File: src/inc/ecs_map.svh
`ifndef ECS_MAP_SVH
`define ECS_MAP_SVH

// register addresses on the cpu data bus
`define ECS_ADDR_MAIN_CTRL 12'hED0
`define ECS_ADDR_AUX_CTRL  12'hED1
`define ECS_ADDR_STATUS    12'hED2
`define ECS_ADDR_RDPTR_LO  12'hED3
`define ECS_ADDR_RDPTR_HI  12'hED4
`define ECS_ADDR_WRPTR_LO  12'hED5
`define ECS_ADDR_WRPTR_HI  12'hED6
`define ECS_ADDR_DATA_PORT 12'hED7
`define ECS_ADDR_PKT_COUNT 12'hED8

// mac and management register windows
`define ECS_MAC_LO0 12'hE80
`define ECS_MAC_HI0 12'hE85
`define ECS_MAC_ONE 12'hE8A
`define ECS_MAC_LO1 12'hEA0
`define ECS_MAC_HI1 12'hEB9

// main control fields
`define ECS_BIT_TX_HOLD  7
`define ECS_BIT_RX_HOLD  6
`define ECS_BIT_DMA_GO   5
`define ECS_BIT_DMA_SUM  4
`define ECS_BIT_TX_REQ   3
`define ECS_BIT_RX_EN    2

// aux control fields
`define ECS_BIT_AUTO     7
`define ECS_BIT_PKT_DEC  6
`define ECS_BIT_MOD_ON   5

// status fields
`define ECS_BIT_BUF_FLT  6
`define ECS_BIT_RX_ACT   2
`define ECS_BIT_TX_ABT   1
`define ECS_BIT_PHY_RDY  0

// power-on values
`define ECS_RST_MAIN_CTRL 8'h00
`define ECS_RST_AUX_CTRL  8'h80
`define ECS_RST_STATUS    8'h00

`endif

File: src/inc/ecs_pkg.sv
package ecs_pkg;

    localparam int PTR_W = 13;
    localparam int CNT_W = 8;

    // state of the control bank apart from the two sticky status flags
    typedef struct packed {
        logic             txHold;
        logic             rxHold;
        logic             dmaGo;
        logic             dmaSum;
        logic             txReq;
        logic             rx_accept_enable;
        logic             autoStep;
        logic             pending_count_decrement;
        logic             modOn;
        logic [PTR_W-1:0] rdPtr;
        logic [PTR_W-1:0] wrPtr;
        logic [CNT_W-1:0] pktCnt;
        logic [7:0]       rdData;
        logic             bufWrStb;
        logic [7:0]       bufWrData;
        logic [PTR_W-1:0] bufWrAddr;
        logic             bufRdStb;
        logic             txErrIrq;
        logic             rxErrIrq;
        logic             rxDrop;
    } ecs_state_t;

    // state of one sticky status flag
    typedef struct packed {
        logic flag;
    } ecs_flag_state_t;

endpackage : ecs_pkg

File: src/design/ecs_sticky_flag.sv
`timescale 1ns/1ps
`default_nettype none

module ecs_sticky_flag (
    input  wire logic clk,
    input  wire logic rst,
    input  wire logic ce,
    input  wire logic setEv,
    input  wire logic clrEv,
    output var  logic flag
);

    ecs_pkg::ecs_flag_state_t stateReg;
    ecs_pkg::ecs_flag_state_t stateNext;

    always_comb begin
        stateNext = stateReg;
        if (setEv) begin
            stateNext.flag = 1'b1;
        end else if (clrEv) begin
            stateNext.flag = 1'b0;
        end
    end

    always_ff @(posedge clk) begin
        if (rst) begin
            stateReg <= '0;
        end else if (ce) begin
            stateReg <= stateNext;
        end
    end

    assign flag = stateReg.flag;

    // set in the clear cycle must survive
    set_wins_a : assert property (@(posedge clk) disable iff (rst)
        ce && setEv && clrEv |=> flag)
        else $error("flag lost when set met clear");

    // flag holds without a clear
    flag_holds_a : assert property (@(posedge clk) disable iff (rst)
        flag && !(ce && clrEv) |=> flag)
        else $error("flag dropped without clear");

endmodule : ecs_sticky_flag

`default_nettype wire

File: src/design/ecs_top_ctrl.sv
`timescale 1ns/1ps
`default_nettype none
`include "ecs_map.svh"

module ecs_top_ctrl #(
    parameter int BUF_BYTES = 8192
) (
    input  wire logic                     clk,
    input  wire logic                     rst,
    input  wire logic                     ce,
    input  wire logic [11:0]              addr,
    input  wire logic                     wrEn,
    input  wire logic                     rdEn,
    input  wire logic [7:0]               wrData,
    output var  logic [7:0]               rdData,
    output var  logic                     macMiiRd,
    output var  logic                     macMiiWr,
    output var  logic [ecs_pkg::PTR_W-1:0] bufRdAddr,
    input  wire logic [7:0]               bufRdData,
    output var  logic                     bufRdStrobe,
    output var  logic                     bufWrStrobe,
    output var  logic [ecs_pkg::PTR_W-1:0] bufWrAddr,
    output var  logic [7:0]               bufWrData,
    output var  logic                     txLogicReset,
    output var  logic                     rxLogicReset,
    output var  logic                     dmaGoBusy,
    output var  logic                     dmaSumSelect,
    output var  logic                     txSendRequest,
    output var  logic                     rxAcceptEnable,
    output var  logic                     moduleOn,
    output var  logic [ecs_pkg::CNT_W-1:0] pendingPacketCount,
    input  wire logic                     dmaDone,
    input  wire logic                     txDone,
    input  wire logic                     txAbortEv,
    input  wire logic                     bufFaultEv,
    input  wire logic                     arbFailTx,
    input  wire logic                     arbFailRx,
    input  wire logic                     rx_active_flag,
    input  wire logic                     phyTimerDone,
    input  wire logic                     rxPacketDone,
    output var  logic                     txErrorIrqSet,
    output var  logic                     rxErrorIrqSet,
    output var  logic                     rxPacketDrop,
    output var  logic                     bufferFaultFlag,
    output var  logic                     txAbortFlag
);

    localparam int PW = ecs_pkg::PTR_W;
    localparam int CW = ecs_pkg::CNT_W;
    localparam logic [PW-1:0] PTR_LAST = PW'(BUF_BYTES - 1);
    localparam logic [CW-1:0] CNT_MAX  = '1;
    localparam logic [7:0]    AUX_RST  = `ECS_RST_AUX_CTRL;

    // pointer width must cover the buffer
    if (BUF_BYTES < 2 || BUF_BYTES > (1 << PW)) begin : gBadSize
        $error("BUF_BYTES must lie between 2 and 2**PTR_W");
    end

    ecs_pkg::ecs_state_t stateReg;
    ecs_pkg::ecs_state_t stateNext;

    // access decode
    logic hitMain;
    logic hitAux;
    logic hitStat;
    logic hitData;
    logic macHit;
    logic wrMain;
    logic wrAux;
    logic wrStat;
    logic rdDataPort;
    logic wrDataPort;
    logic pktDecDo;

    assign hitMain    = (addr == `ECS_ADDR_MAIN_CTRL);
    assign hitAux     = (addr == `ECS_ADDR_AUX_CTRL);
    assign hitStat    = (addr == `ECS_ADDR_STATUS);
    assign hitData    = (addr == `ECS_ADDR_DATA_PORT);
    assign wrMain     = wrEn && hitMain;
    assign wrAux      = wrEn && hitAux;
    assign wrStat     = wrEn && hitStat;
    assign rdDataPort = rdEn && hitData;
    assign wrDataPort = wrEn && hitData;
    assign pktDecDo   = stateReg.pending_count_decrement && (stateReg.pktCnt != '0);

    assign macHit = ((addr >= `ECS_MAC_LO0) && (addr <= `ECS_MAC_HI0))
                 || (addr == `ECS_MAC_ONE)
                 || ((addr >= `ECS_MAC_LO1) && (addr <= `ECS_MAC_HI1));

    // strobes rely on host spacing and module on
    assign macMiiRd = rdEn && macHit;
    assign macMiiWr = wrEn && macHit;

    // sticky status flags
    logic bufFaultSet;
    logic txAbortSet;

    assign bufFaultSet = bufFaultEv || arbFailTx || arbFailRx;
    assign txAbortSet  = txAbortEv;

    ecs_sticky_flag uBufFault (
        .clk   (clk),
        .rst   (rst),
        .ce    (ce),
        .setEv (bufFaultSet),
        .clrEv (wrStat && !wrData[`ECS_BIT_BUF_FLT]),
        .flag  (bufferFaultFlag)
    );

    ecs_sticky_flag uTxAbort (
        .clk   (clk),
        .rst   (rst),
        .ce    (ce),
        .setEv (txAbortSet),
        .clrEv (wrStat && !wrData[`ECS_BIT_TX_ABT]),
        .flag  (txAbortFlag)
    );

    // pointer step with wrap at buffer end
    function automatic logic [PW-1:0] stepPtr(input logic [PW-1:0] p);
        stepPtr = (p >= PTR_LAST) ? '0 : p + PW'(1);
    endfunction : stepPtr

    function automatic logic [7:0] readMux(input ecs_pkg::ecs_state_t s,
                                           input logic [11:0] a);
        logic [7:0] v;
        v = 8'h00;
        case (a)
            `ECS_ADDR_MAIN_CTRL: begin
                v[`ECS_BIT_TX_HOLD] = s.txHold;
                v[`ECS_BIT_RX_HOLD] = s.rxHold;
                v[`ECS_BIT_DMA_GO]  = s.dmaGo;
                v[`ECS_BIT_DMA_SUM] = s.dmaSum;
                v[`ECS_BIT_TX_REQ]  = s.txReq;
                v[`ECS_BIT_RX_EN]   = s.rx_accept_enable;
            end
            `ECS_ADDR_AUX_CTRL: begin
                v[`ECS_BIT_AUTO]    = s.autoStep;
                v[`ECS_BIT_PKT_DEC] = s.pending_count_decrement;
                v[`ECS_BIT_MOD_ON]  = s.modOn;
            end
            `ECS_ADDR_STATUS: begin
                v[`ECS_BIT_BUF_FLT] = bufferFaultFlag;
                v[`ECS_BIT_RX_ACT]  = rx_active_flag;
                v[`ECS_BIT_TX_ABT]  = txAbortFlag;
                v[`ECS_BIT_PHY_RDY] = phyTimerDone;
            end
            `ECS_ADDR_RDPTR_LO: v = s.rdPtr[7:0];
            `ECS_ADDR_RDPTR_HI: v = 8'(s.rdPtr[PW-1:8]);
            `ECS_ADDR_WRPTR_LO: v = s.wrPtr[7:0];
            `ECS_ADDR_WRPTR_HI: v = 8'(s.wrPtr[PW-1:8]);
            `ECS_ADDR_DATA_PORT: v = bufRdData;
            `ECS_ADDR_PKT_COUNT: v = 8'(s.pktCnt);
            default: v = 8'h00;
        endcase
        readMux = v;
    endfunction : readMux

    // next state of the bank
    always_comb begin
        stateNext          = stateReg;
        stateNext.bufWrStb = 1'b0;
        stateNext.bufRdStb = rdDataPort;
        stateNext.txErrIrq = arbFailTx;
        stateNext.rxErrIrq = arbFailRx;
        stateNext.rxDrop   = arbFailRx;
        if (rdEn) begin
            stateNext.rdData = readMux(stateReg, addr);
        end

        if (dmaDone) begin
            stateNext.dmaGo = 1'b0;
        end
        if (txDone || txAbortEv || arbFailTx) begin
            stateNext.txReq = 1'b0;
        end

        stateNext.pending_count_decrement = 1'b0;
        if (pktDecDo && !rxPacketDone) begin
            stateNext.pktCnt = stateReg.pktCnt - CW'(1);
        end else if (rxPacketDone && !pktDecDo && stateReg.pktCnt != CNT_MAX) begin
            stateNext.pktCnt = stateReg.pktCnt + CW'(1);
        end

        // software writes to control, low bits dropped
        if (wrMain) begin
            stateNext.txHold = wrData[`ECS_BIT_TX_HOLD];
            stateNext.rxHold = wrData[`ECS_BIT_RX_HOLD];
            stateNext.dmaGo  = wrData[`ECS_BIT_DMA_GO];
            stateNext.dmaSum = wrData[`ECS_BIT_DMA_SUM];
            stateNext.txReq  = wrData[`ECS_BIT_TX_REQ];
            stateNext.rx_accept_enable   = wrData[`ECS_BIT_RX_EN];
        end
        if (wrAux) begin
            stateNext.autoStep = wrData[`ECS_BIT_AUTO];
            stateNext.pending_count_decrement   = wrData[`ECS_BIT_PKT_DEC];
            stateNext.modOn    = wrData[`ECS_BIT_MOD_ON];
        end

        // pointer byte writes
        if (wrEn && addr == `ECS_ADDR_RDPTR_LO) begin
            stateNext.rdPtr[7:0] = wrData;
        end
        if (wrEn && addr == `ECS_ADDR_RDPTR_HI) begin
            stateNext.rdPtr[PW-1:8] = wrData[PW-9:0];
        end
        if (wrEn && addr == `ECS_ADDR_WRPTR_LO) begin
            stateNext.wrPtr[7:0] = wrData;
        end
        if (wrEn && addr == `ECS_ADDR_WRPTR_HI) begin
            stateNext.wrPtr[PW-1:8] = wrData[PW-9:0];
        end

        if (rdDataPort && stateReg.autoStep) begin
            stateNext.rdPtr = stepPtr(stateReg.rdPtr);
        end
        if (wrDataPort) begin
            stateNext.bufWrStb  = 1'b1;
            stateNext.bufWrData = wrData;
            stateNext.bufWrAddr = stateReg.wrPtr;
            if (stateReg.autoStep) begin
                stateNext.wrPtr = stepPtr(stateReg.wrPtr);
            end
        end

        // held transmit logic cannot keep a request
        if (stateNext.txHold) begin
            stateNext.txReq = 1'b0;
        end
    end

    // registers, reset ignores clock enable
    always_ff @(posedge clk) begin
        if (rst) begin
            stateReg          <= '0;
            stateReg.autoStep <= AUX_RST[`ECS_BIT_AUTO];
        end else if (ce) begin
            stateReg <= stateNext;
        end
    end

    // outputs straight from flops, except rxAcceptEnable which is gated by receive hold
    assign rdData             = stateReg.rdData;
    assign bufRdAddr          = stateReg.rdPtr;
    assign bufRdStrobe        = stateReg.bufRdStb;
    assign bufWrStrobe        = stateReg.bufWrStb;
    assign bufWrAddr          = stateReg.bufWrAddr;
    assign bufWrData          = stateReg.bufWrData;
    assign txLogicReset       = stateReg.txHold;
    assign rxLogicReset       = stateReg.rxHold;
    assign dmaGoBusy          = stateReg.dmaGo;
    assign dmaSumSelect       = stateReg.dmaSum;
    assign txSendRequest      = stateReg.txReq;
    assign rxAcceptEnable     = stateReg.rx_accept_enable && !stateReg.rxHold;
    assign moduleOn           = stateReg.modOn;
    assign pendingPacketCount = stateReg.pktCnt;
    assign txErrorIrqSet      = stateReg.txErrIrq;
    assign rxErrorIrqSet      = stateReg.rxErrIrq;
    assign rxPacketDrop       = stateReg.rxDrop;

    // helper for the decrement check
    logic [CW-1:0] cntBefore;
    always_ff @(posedge clk) begin
        cntBefore <= stateReg.pktCnt;
    end

    tx_hold_a : assert property (@(posedge clk) disable iff (rst)
        ce && wrMain && wrData[`ECS_BIT_TX_HOLD] |=> txLogicReset && !txSendRequest)
        else $error("transmit hold not applied");

    rx_hold_a : assert property (@(posedge clk) disable iff (rst)
        ce && wrMain && wrData[`ECS_BIT_RX_HOLD] |=> rxLogicReset && !rxAcceptEnable)
        else $error("receive hold not applied");

    dma_end_a : assert property (@(posedge clk) disable iff (rst)
        ce && dmaDone && !wrMain |=> !dmaGoBusy)
        else $error("dma go not cleared at end");

    dma_mode_a : assert property (@(posedge clk) disable iff (rst)
        ce && wrMain |=> dmaSumSelect == $past(wrData[`ECS_BIT_DMA_SUM]))
        else $error("dma mode not stored");

    send_end_a : assert property (@(posedge clk) disable iff (rst)
        ce && txDone && !wrMain |=> !txSendRequest)
        else $error("send request not cleared");

    low_bits_a : assert property (@(posedge clk) disable iff (rst)
        ce && rdEn && hitMain |=> rdData[1:0] == 2'b00)
        else $error("unused control bits not zero");

    ptr_step_a : assert property (@(posedge clk) disable iff (rst)
        ce && rdDataPort && stateReg.autoStep && stateReg.rdPtr != PTR_LAST
        && !(wrEn && addr == `ECS_ADDR_RDPTR_LO)
        |=> bufRdAddr == $past(bufRdAddr) + PW'(1))
        else $error("read pointer did not step");

    pkt_dec_a : assert property (@(posedge clk) disable iff (rst)
        ce && wrAux && wrData[`ECS_BIT_PKT_DEC] && pendingPacketCount != '0
        && !rxPacketDone ##1 ce && !rxPacketDone && !wrAux
        |=> pendingPacketCount == cntBefore - CW'(1) && !stateReg.pending_count_decrement)
        else $error("packet count not lowered by one");

    mod_on_a : assert property (@(posedge clk) disable iff (rst)
        ce && wrAux |=> moduleOn == $past(wrData[`ECS_BIT_MOD_ON]))
        else $error("module on not stored");

    busy_read_a : assert property (@(posedge clk) disable iff (rst)
        ce && rdEn && hitStat |=> rdData[`ECS_BIT_RX_ACT] == $past(rx_active_flag))
        else $error("receive busy readback wrong");

    phy_read_a : assert property (@(posedge clk) disable iff (rst)
        ce && rdEn && hitStat |=> rdData[`ECS_BIT_PHY_RDY] == $past(phyTimerDone))
        else $error("phy ready readback wrong");

    mac_window_a : assert property (@(posedge clk) disable iff (rst)
        (macMiiRd || macMiiWr) |-> (addr[11:8] == 4'hE) && !hitMain && !hitData)
        else $error("mac strobe outside window");

    arb_fail_a : assert property (@(posedge clk) disable iff (rst)
        ce && arbFailRx |=> rxErrorIrqSet && rxPacketDrop && bufferFaultFlag)
        else $error("arbitration failure not reported");

endmodule : ecs_top_ctrl

`default_nettype wire

File: config.mk
export PLATFORM = sky130hd
export DESIGN_NAME = ecs_top_ctrl
export DESIGN_NICKNAME = d
export VERILOG_FILES = /design/src/inc/ecs_pkg.sv /design/src/design/ecs_sticky_flag.sv /design/src/design/ecs_top_ctrl.sv
export VERILOG_INCLUDE_DIRS = /design/src /design/src/inc
export SDC_FILE = /design/constraint.sdc
export NUM_CORES = 1
export LEC_CHECK = 0
export BUFFER_PORTS_ARGS = -buffer_cell sky130_fd_sc_hd__buf_4
export CAP_MARGIN = 30
export CELL_PAD_IN_SITES_DETAIL_PLACEMENT = 1
export CELL_PAD_IN_SITES_GLOBAL_PLACEMENT = 2
export CORE_ASPECT_RATIO = 1.75
export CORE_MARGIN = 4
export CORE_UTILIZATION = 32
export CTS_CLUSTER_DIAMETER = 30
export DETAILED_ROUTE_END_ITERATION = 10
export HOLD_SLACK_MARGIN = 0.08
export PLACE_DENSITY_LB_ADDON = 0.1
export SYNTH_ARGS = -nofsm -noshare
export SYNTH_HDL_FRONTEND = slang
export SYNTH_HIERARCHICAL = 1
export SYNTH_SLANG_ARGS = --single-unit
File: constraint.sdc
create_clock -name clk -period 3.05 [get_ports clk]
set_input_delay 0.305 -clock clk [delete_from_list [all_inputs] [get_ports clk]]
set_output_delay 0.305 -clock clk [all_outputs]
set_load 0.01 [all_outputs]
# --- Word level (Yosys, flattened, before mapping) ---
# Index checks and enable logic that the tools add are counted.
word_totals:
  reg_bits: 78
  inputBits: 42
  out_inout_bits: 66
  wordCells: 121
op_classes:
  addsub: 4
  magnitude_cmp: 6
  eq_ne: 11
  muxes: 27
  n_reduce_logical: 51
op_table:
  columns: ["cell", "n"]
  rows:
  - ["12-bit equality test, second input constant", 10]
  - ["13-bit 2-to-1 mux", 5]
  - ["8-bit 2-to-1 mux", 4]
  - ["2-bit case mux with 7 select lines", 2]
  - ["13-bit by 1-bit adder with 13-bit output, second input constant", 2]
  - ["13-bit greater-or-equal comparator, second input constant", 2]
  - ["12-bit greater-or-equal comparator, second input constant", 2]
  - ["12-bit <= comparator, second input constant", 2]
  - ["22-bit 2-to-1 mux", 1]
  - ["2-bit AND reduction", 11]
  - ["1-bit logical AND", 21]
  - ["1-bit case mux with 6 select lines", 2]
  - ["2-bit nonzero test", 6]
  - ["5-bit 2-to-1 mux", 2]
  - ["8-bit by 1-bit adder with 8-bit output, second input constant", 1]
  - ["8-bit != test, second input constant", 1]
  - ["1-bit case mux with 8 select lines", 1]
  - ["8-bit nonzero test", 1]
  - ["8-bit by 1-bit subtractor with 8-bit output, second input constant", 1]
  - ["1-bit 2-to-1 mux", 7]
  - ["1-bit case mux with 7 select lines", 1]
  - ["1-bit logical OR", 6]
  - ["6-bit 2-to-1 mux", 1]
  - ["1-bit zero test", 5]
  - ["other kinds (2)", 2]

# --- Depth between registers and ports, before layout ---
# Gate-level depths: netlist (run 1).
depth:
  word_depth: 7
  mapped_depth: 9
  mapped_depth_nobuf: 9

# --- Cells and area by module ---
# The synthesis (run 1) kept the hierarchy.
modules_own_cells:
  columns: ["mod", "n_inst", "cells_each", "area_per_inst_um2", "seq_area_each_um2"]
  rows:
  - ["ecs_top_ctrl", 1, 697, 5293.8, 1521.5]
  - ["ecs_sticky_flag", 2, 4, 42.5, 20.0]

# --- Least setup slack after synthesis (run 1) ---
# Ideal clock, no wire load.
synth_timing:
  path_type: "reg-to-reg"
  from: "reg stateReg, in the netlist pendingPacketCount[4]"
  to: "reg stateReg, in the netlist pendingPacketCount[7]"
  setup_time_ns: 0.121
  arrival_ns: 2.601
  required_ns: 2.929
  slack_ns: 0.329
  stages_incl_launch_ff: 9
  path_buffers: 0
  period_less_slack_ns: 2.721
  path_cell_list: "dfxtp_1 or4_4 o211a_4 ha_1 a21oi_1 o211ai_1 o41ai_1 mux2i_1 mux2_2"
synth_between:
  elab_chain_cells: 7
  word_cells_on_any_way: 13
  classes_between: "2 x add/sub; 1 x eq/ne; 2 x mux; 8 x reduce/logical"
synth_lines:
  columns: ["element", "line", "text"]
  rows:
  - ["from (decl)", "ecs_top_ctrl.sv:59", "ecs_pkg::ecs_state_t stateReg;"]
  - ["from (signal assigned)", "ecs_top_ctrl.sv:238", "stateReg <= stateNext;"]
  - ["parallel branches: the longest is 7 deep, another holds 8-bit by 1-bit adder with 8-bit output", null, null]
# Parallel ways; which one is timed is not known. The select of a mux whose other input is x is not followed.
# A chain may end at the register's enable or synchronous reset.

# --- Worst setup path in the final report (run 1) ---
# Same ends and word-level chain as after synthesis.

==> results of run 1 <==
## cells in the final DEF, fill, tap and decap left out, drive strengths merged, types with 5 or more instances in the layout
master and count:
or3 5, ha 8, nor4 10, a31oi 13
a21boi 6, a211oi 11, o211ai 7, a22oi 14
or4 5, nor2 36, a221oi 5, nand3 34
dfxtp 78, inv 24, o21ai 47, nor3 16
o21a 6, xor2 5, nand2 86, mux2i 8
buf 133, and2 8, nand4 15, a21oi 67
clkbuf 10, o22ai 10, and3 7, nor2b 9
## power breakdown
| part | switching, mW | internal [mW] | leakage, nW |
|---|---|---|---|
| Clock | 0.462 | 0.716 | 0.145 |
| Combinational | 0.172 | 0.101 | 1.58 |
| Sequential | 0.00751 | 1.03 | 0.630 |
| Total | 0.642 | 1.85 | 2.35 |
## worst paths after layout
check | start | endpoint | slack (ps) | cells past startpoint
worst max-delay path | pendingPacketCount[4] | pendingPacketCount[7] | 170 | 8
worst min-delay path | arbFailRx | rxPacketDrop | 220 | 3
worst max register to register | pendingPacketCount[4] | pendingPacketCount[7] | 170 | 8
worst min register to register | bufWrAddr[10] | bufWrAddr[10] | 450 | 2
## metal layers
metal	vias up	track usage
met5	-	0
met4	0	0.110
met3	51	0.0287
met2	155	0.452
met1	2767	0.252
li1	2661	-
## final cells by class
class	count	area, um^2	share of cell area
clock inverters	5	83.8	0.0131
flip-flops and latches	78	1560	0.244
multi-input cells	511	3170	0.495
clock buffers	10	229	0.0357
well taps	224	280	0.0437
inverters	23	86.3	0.0135
repair buffers	133	998	0.156
## cells by family after synthesis
logic type                 Yosys count  synth area share
AOI/OAI and AO/OA                  231             0.286
xor gates and xnor gates             7            0.0114
muxes                               12            0.0233
DFF                                 78             0.290
adders and majority gates            9            0.0223
buffers and inverters              116             0.123
and+or+nand+nor                    252             0.244
## registers in the layout, summed over array words and instances (netlist names), 8 cells and up
signal	count
pendingPacketCount	8
bufRdAddr	13
bufWrAddr	13
bufWrData	8
stateReg	16
rdData	8
## per-stage QoR
stage                      util  hold slack [ps]  setup slack, ps  instances  cell area, um^2
after global routing      0.390              212             27.3        984             6410
after floorplan               -              367              329        705             5380
final                     0.390              218              174        984             6410
after global placement    0.370              438              196        969             6090
after detailed placement  0.370              445              100        969             6090
after CTS                 0.389              204             63.0        984             6400
## what timing repair did
item	in CTS	in global routing
gates resized for setup	0	1
hold endpoints to repair	0	0
endpoints found under the setup margin	0	1
## critical path, delay by kind of cell (launching register included)
family,cells,cell delay (ps)
AOI/OAI and AO/OA,4,1000
adders and majority gates,1,280
DFF,1,310
muxes,2,620
and+or+nand+nor,1,550
==> flow_summary.toml, run 1 <==
[worst_setup_path]
cp.required_ps = 3270
critPathMaxStageDelay_ps = 550
path_max_fanout = 10
path_class = "reg2reg"
cp_slowest_cell = "or4_4"
critPathLaunchType = "flop"
end_kind = "flop"
cp.arrival_ps = 3100
cp_cell_sequence = "or4_4 -> o211a_4 -> ha_1 -> a21oi_1 -> o211ai_1 -> o41ai_2 -> mux2i_1 -> mux2_2"

[timing]
skew_ps = 7.40
setup_viol = 0
post-route-min-period_ps = 2880
final_max_slew_viol_count = 0
fin_crit_sh = 0.943
relSlewSlack = 0.536
totalNegativeSetupSlack_ps = 0
worst_slew_pin_slew_ps = 691
clock.fmax_ghz = 0.348
report.final.hold_viol_count = 0
grt_setup_unrepaired = "false"

[placed_design]
numPortBuffers = 107
place_hpwl_um = 17700
routabilityCongestion = 0.875

[floorplanning]
fp.dieW_um = 106
core_mm2 = 0.0164
initial_utilization = 0.327
die_area_mm2 = 0.0190
pin_count = 108
core.rowCount = 62
die_h_um = 180

[global_route]
grt_max_degree = 27
grt_overflow = 0
grt_usage = 0.237
grt_pass1_wl_um = 35100
first_global_vias = 6001
antenna_found_initial = 0

[drt]
routed_wl_um = 22500
drc = 0
vias_per_cell = 5.73
top_layer = "met4"
wl_met1_um = 8270
drtPass1Iterations = 4
route.met2.wl_um = 12400
wl_met3_um = 748
wl_per_cell_um = 22.9
num_vias = 5634
drtIter0Drc = 272
drt.antenna.violating_nets = 0

[finish]
area_growth_pct = 19.1
filler_cell_count = 2084
diodes = 0
fin_nets = 807
drive_above_1_share = 0.232

[synthesis]
yosysWarnings = 6
synth.most_common_cell = "nand2_1"
synth-async-reset-ratio = 0
synth_top_area_share = 0.290
yosysSeqAreaShare = 0.290
syn-instance-count = 705
synth_top_cells_by_count = "86 x nand2_1, 78 x dfxtp_1, 63 x a21oi_1"
synth.largest_area_cell = "dfxtp_1"
ys_ff_latch = 78
synth_fp_nets = 756
synth_area_mm2 = 0.00538
synth.distinct_cells = 81
synth_edf_count = 0
synthFlopType = "dfxtp_1"
synth_area_per_cell_um2 = 7.63
synth_area_leaders = "dfxtp_1 29%, buf_4 7.3%, nand2_1 6.0%"

[clock_network]
cts_buffers = 9
cts-root-buf = "clkbuf_16"
h-tree-depth = 3
cts_hold_buf = 0
cts.sinks = 78
post_cts_buffers = 0
cts_buffer_depth = 2
cts_tree = "built"
cts.clk_slew.worst_paths_ps = 60
clkLatencyLatePin_ps = 340

[power]
ir_worst_vdd_uv = 257
p_total_mw = 2.49
p_leak_nw = 2.35
power_density_mw_per_mm2 = 388

[job]
drv_cap = 0

[worst_hold_path]
min_path_type = "in2reg"

[status]
status = "finished clean"
(Power assumes the default switching activity.)
==> run 2: changes to the inputs <==
- CELL_PAD_IN_SITES_GLOBAL_PLACEMENT: 2 -> 1
- CORE_UTILIZATION: 32 -> 41
==> flow_summary.toml, run 2 (synthesis results as in run 1) <==
[worst_hold_path]
min_path_type = "in2reg"
hp-start = "arbFailRx"

[finish]
area_growth_pct = 17.5
fin_nets = 805
filler_cell_count = 1650
diodes = 0
final_cell_mix = "131 x buf_4, 86 x nand2_1, 78 x dfxtp_1"
drive_above_1_share = 0.230
final_common_cell = "buf_4"
largest-register = "stateReg"
largest_reg_flops = 16

[clock_network]
cts_buffer_depth = 2
cts_tree = "built"
cts_resized = 0
post_cts_buffers = 0
cts.sinks = 78
cts.clk_slew.worst_paths_ps = 60
cts_hold_buf = 0
cts_buffers = 9
clkLatencyLatePin_ps = 340
cts-root-buf = "clkbuf_16"
h-tree-depth = 3

[timing]
clock.fmax_ghz = 0.344
final_max_slew_viol_count = 0
report.final.hold_viol_count = 0
fin_crit_sh = 0.953
worst_slew_pin_slew_ps = 805
post-route-min-period_ps = 2910
setup_viol = 0
skew_ps = 7.77
relSlewSlack = 0.459
grt_setup_unrepaired = "false"
totalNegativeSetupSlack_ps = 0

[floorplanning]
die_area_mm2 = 0.0151
core.rowCount = 55
pin_count = 108
fp.dieW_um = 94.6
die_h_um = 160
core_mm2 = 0.0129
initial_utilization = 0.418

[worst_setup_path]
path_max_fanout = 10
cp_slowest_cell = "or4_4"
end_kind = "flop"
cp.arrival_ps = 3130
timing.rr.start = "pendingPacketCount[4]"
critPathLaunchType = "flop"
startpoint = "pendingPacketCount[4]"
cp_cell_sequence = "or4_4 -> o211a_4 -> ha_1 -> a21oi_1 -> o211ai_1 -> o41ai_1 -> mux2i_1 -> mux2_2"
cp.required_ps = 3280
critPathMaxStageDelay_ps = 550
path_class = "reg2reg"

[global_route]
grt_usage = 0.290
grt_max_degree = 36
grt_pass1_wl_um = 33900
grt_overflow = 0
first_global_vias = 6120
antenna_found_initial = 0

[drt]
vias_per_cell = 6.23
num_vias = 5788
drc = 0
routed_wl_um = 21700
drtPass1Iterations = 5
drt.antenna.violating_nets = 0
drtIter0Drc = 289
wl_per_cell_um = 23.3

[power]
ir_worst_vdd_uv = 281
power_density_mw_per_mm2 = 390
p_total_mw = 2.46
p_leak_nw = 2.34

[placed_design]
routabilityCongestion = 0.938
numPortBuffers = 107
place_hpwl_um = 16800

[job]
drv_cap = 0

[status]
status = "finished clean"
run 2: cell types whose count changed in the layout (fill, tap and decap cells not counted):
cell        change
o41ai_1         +1
clkinvlp_4      -1
clkbuf_1        -1
clkinv_2        +2
o41ai_2         -1
buf_4           -2
run 2: stage by stage:
| step | utilization | area [um^2] | worst slack (ps) | hold slack (ps) | cells |
|---|---|---|---|---|---|
| after floorplan | - | 5380 | 329 | 367 | 705 |
| after global placement | 0.467 | 6010 | 212 | 438 | 914 |
| after detailed placement | 0.467 | 6010 | 161 | 446 | 914 |
| after CTS | 0.491 | 6320 | 120 | 213 | 929 |
| after global routing | 0.491 | 6320 | 69.0 | 253 | 929 |
| final | 0.491 | 6320 | 144 | 220 | 929 |
run 2: path summary, 6_finish.rpt:
path,to,slack [ps],cells past startpoint
worst max register to register,pendingPacketCount[7],140,8
worst max-delay path,pendingPacketCount[7],140,8
worst min-delay path,rxPacketDrop,220,3
worst min register to register,bufWrAddr[3],450,2
run 2: final cells by class:
class	instances	area, um^2	share of cell area
flip-flops and latches	78	1560	0.247
clock buffers	9	225	0.0356
multi-input cells	511	3160	0.500
well taps	171	214	0.0339
repair buffers	131	983	0.156
inverters	23	86.3	0.0137
clock inverters	6	86.3	0.0137
run 2: report_power, final:
group	leakage, nW	internal [mW]	switching, mW
sequential	0.630	1.03	0.00713
combinational	1.56	0.0990	0.169
clock	0.152	0.713	0.445
total	2.34	1.84	0.621
run 2: worst max-delay path: cells and delay by family, from the launching register on:
| family | cells | cell delay, ps |
|---|---|---|
| AO/OA/AOI/OAI | 4 | 1060 |
| adder cells (fa/ha/maj) | 1 | 290 |
| flip-flops | 1 | 310 |
| multiplexers | 2 | 590 |
| AND/OR/NAND/NOR | 1 | 550 |
run 2: metal layers:
| layer | wire (um) | share of wire | up-vias | global-route usage |
|---|---|---|---|---|
| li1 | - | - | 2656 | - |
| met4 | 1070 | 0.050 | 0 | 0.152 |
| met1 | 7760 | 0.36 | 2864 | 0.304 |
| met3 | 1120 | 0.052 | 60 | 0.0506 |
| met2 | 11700 | 0.54 | 208 | 0.535 |
| met5 | 0 | 0 | - | 0 |
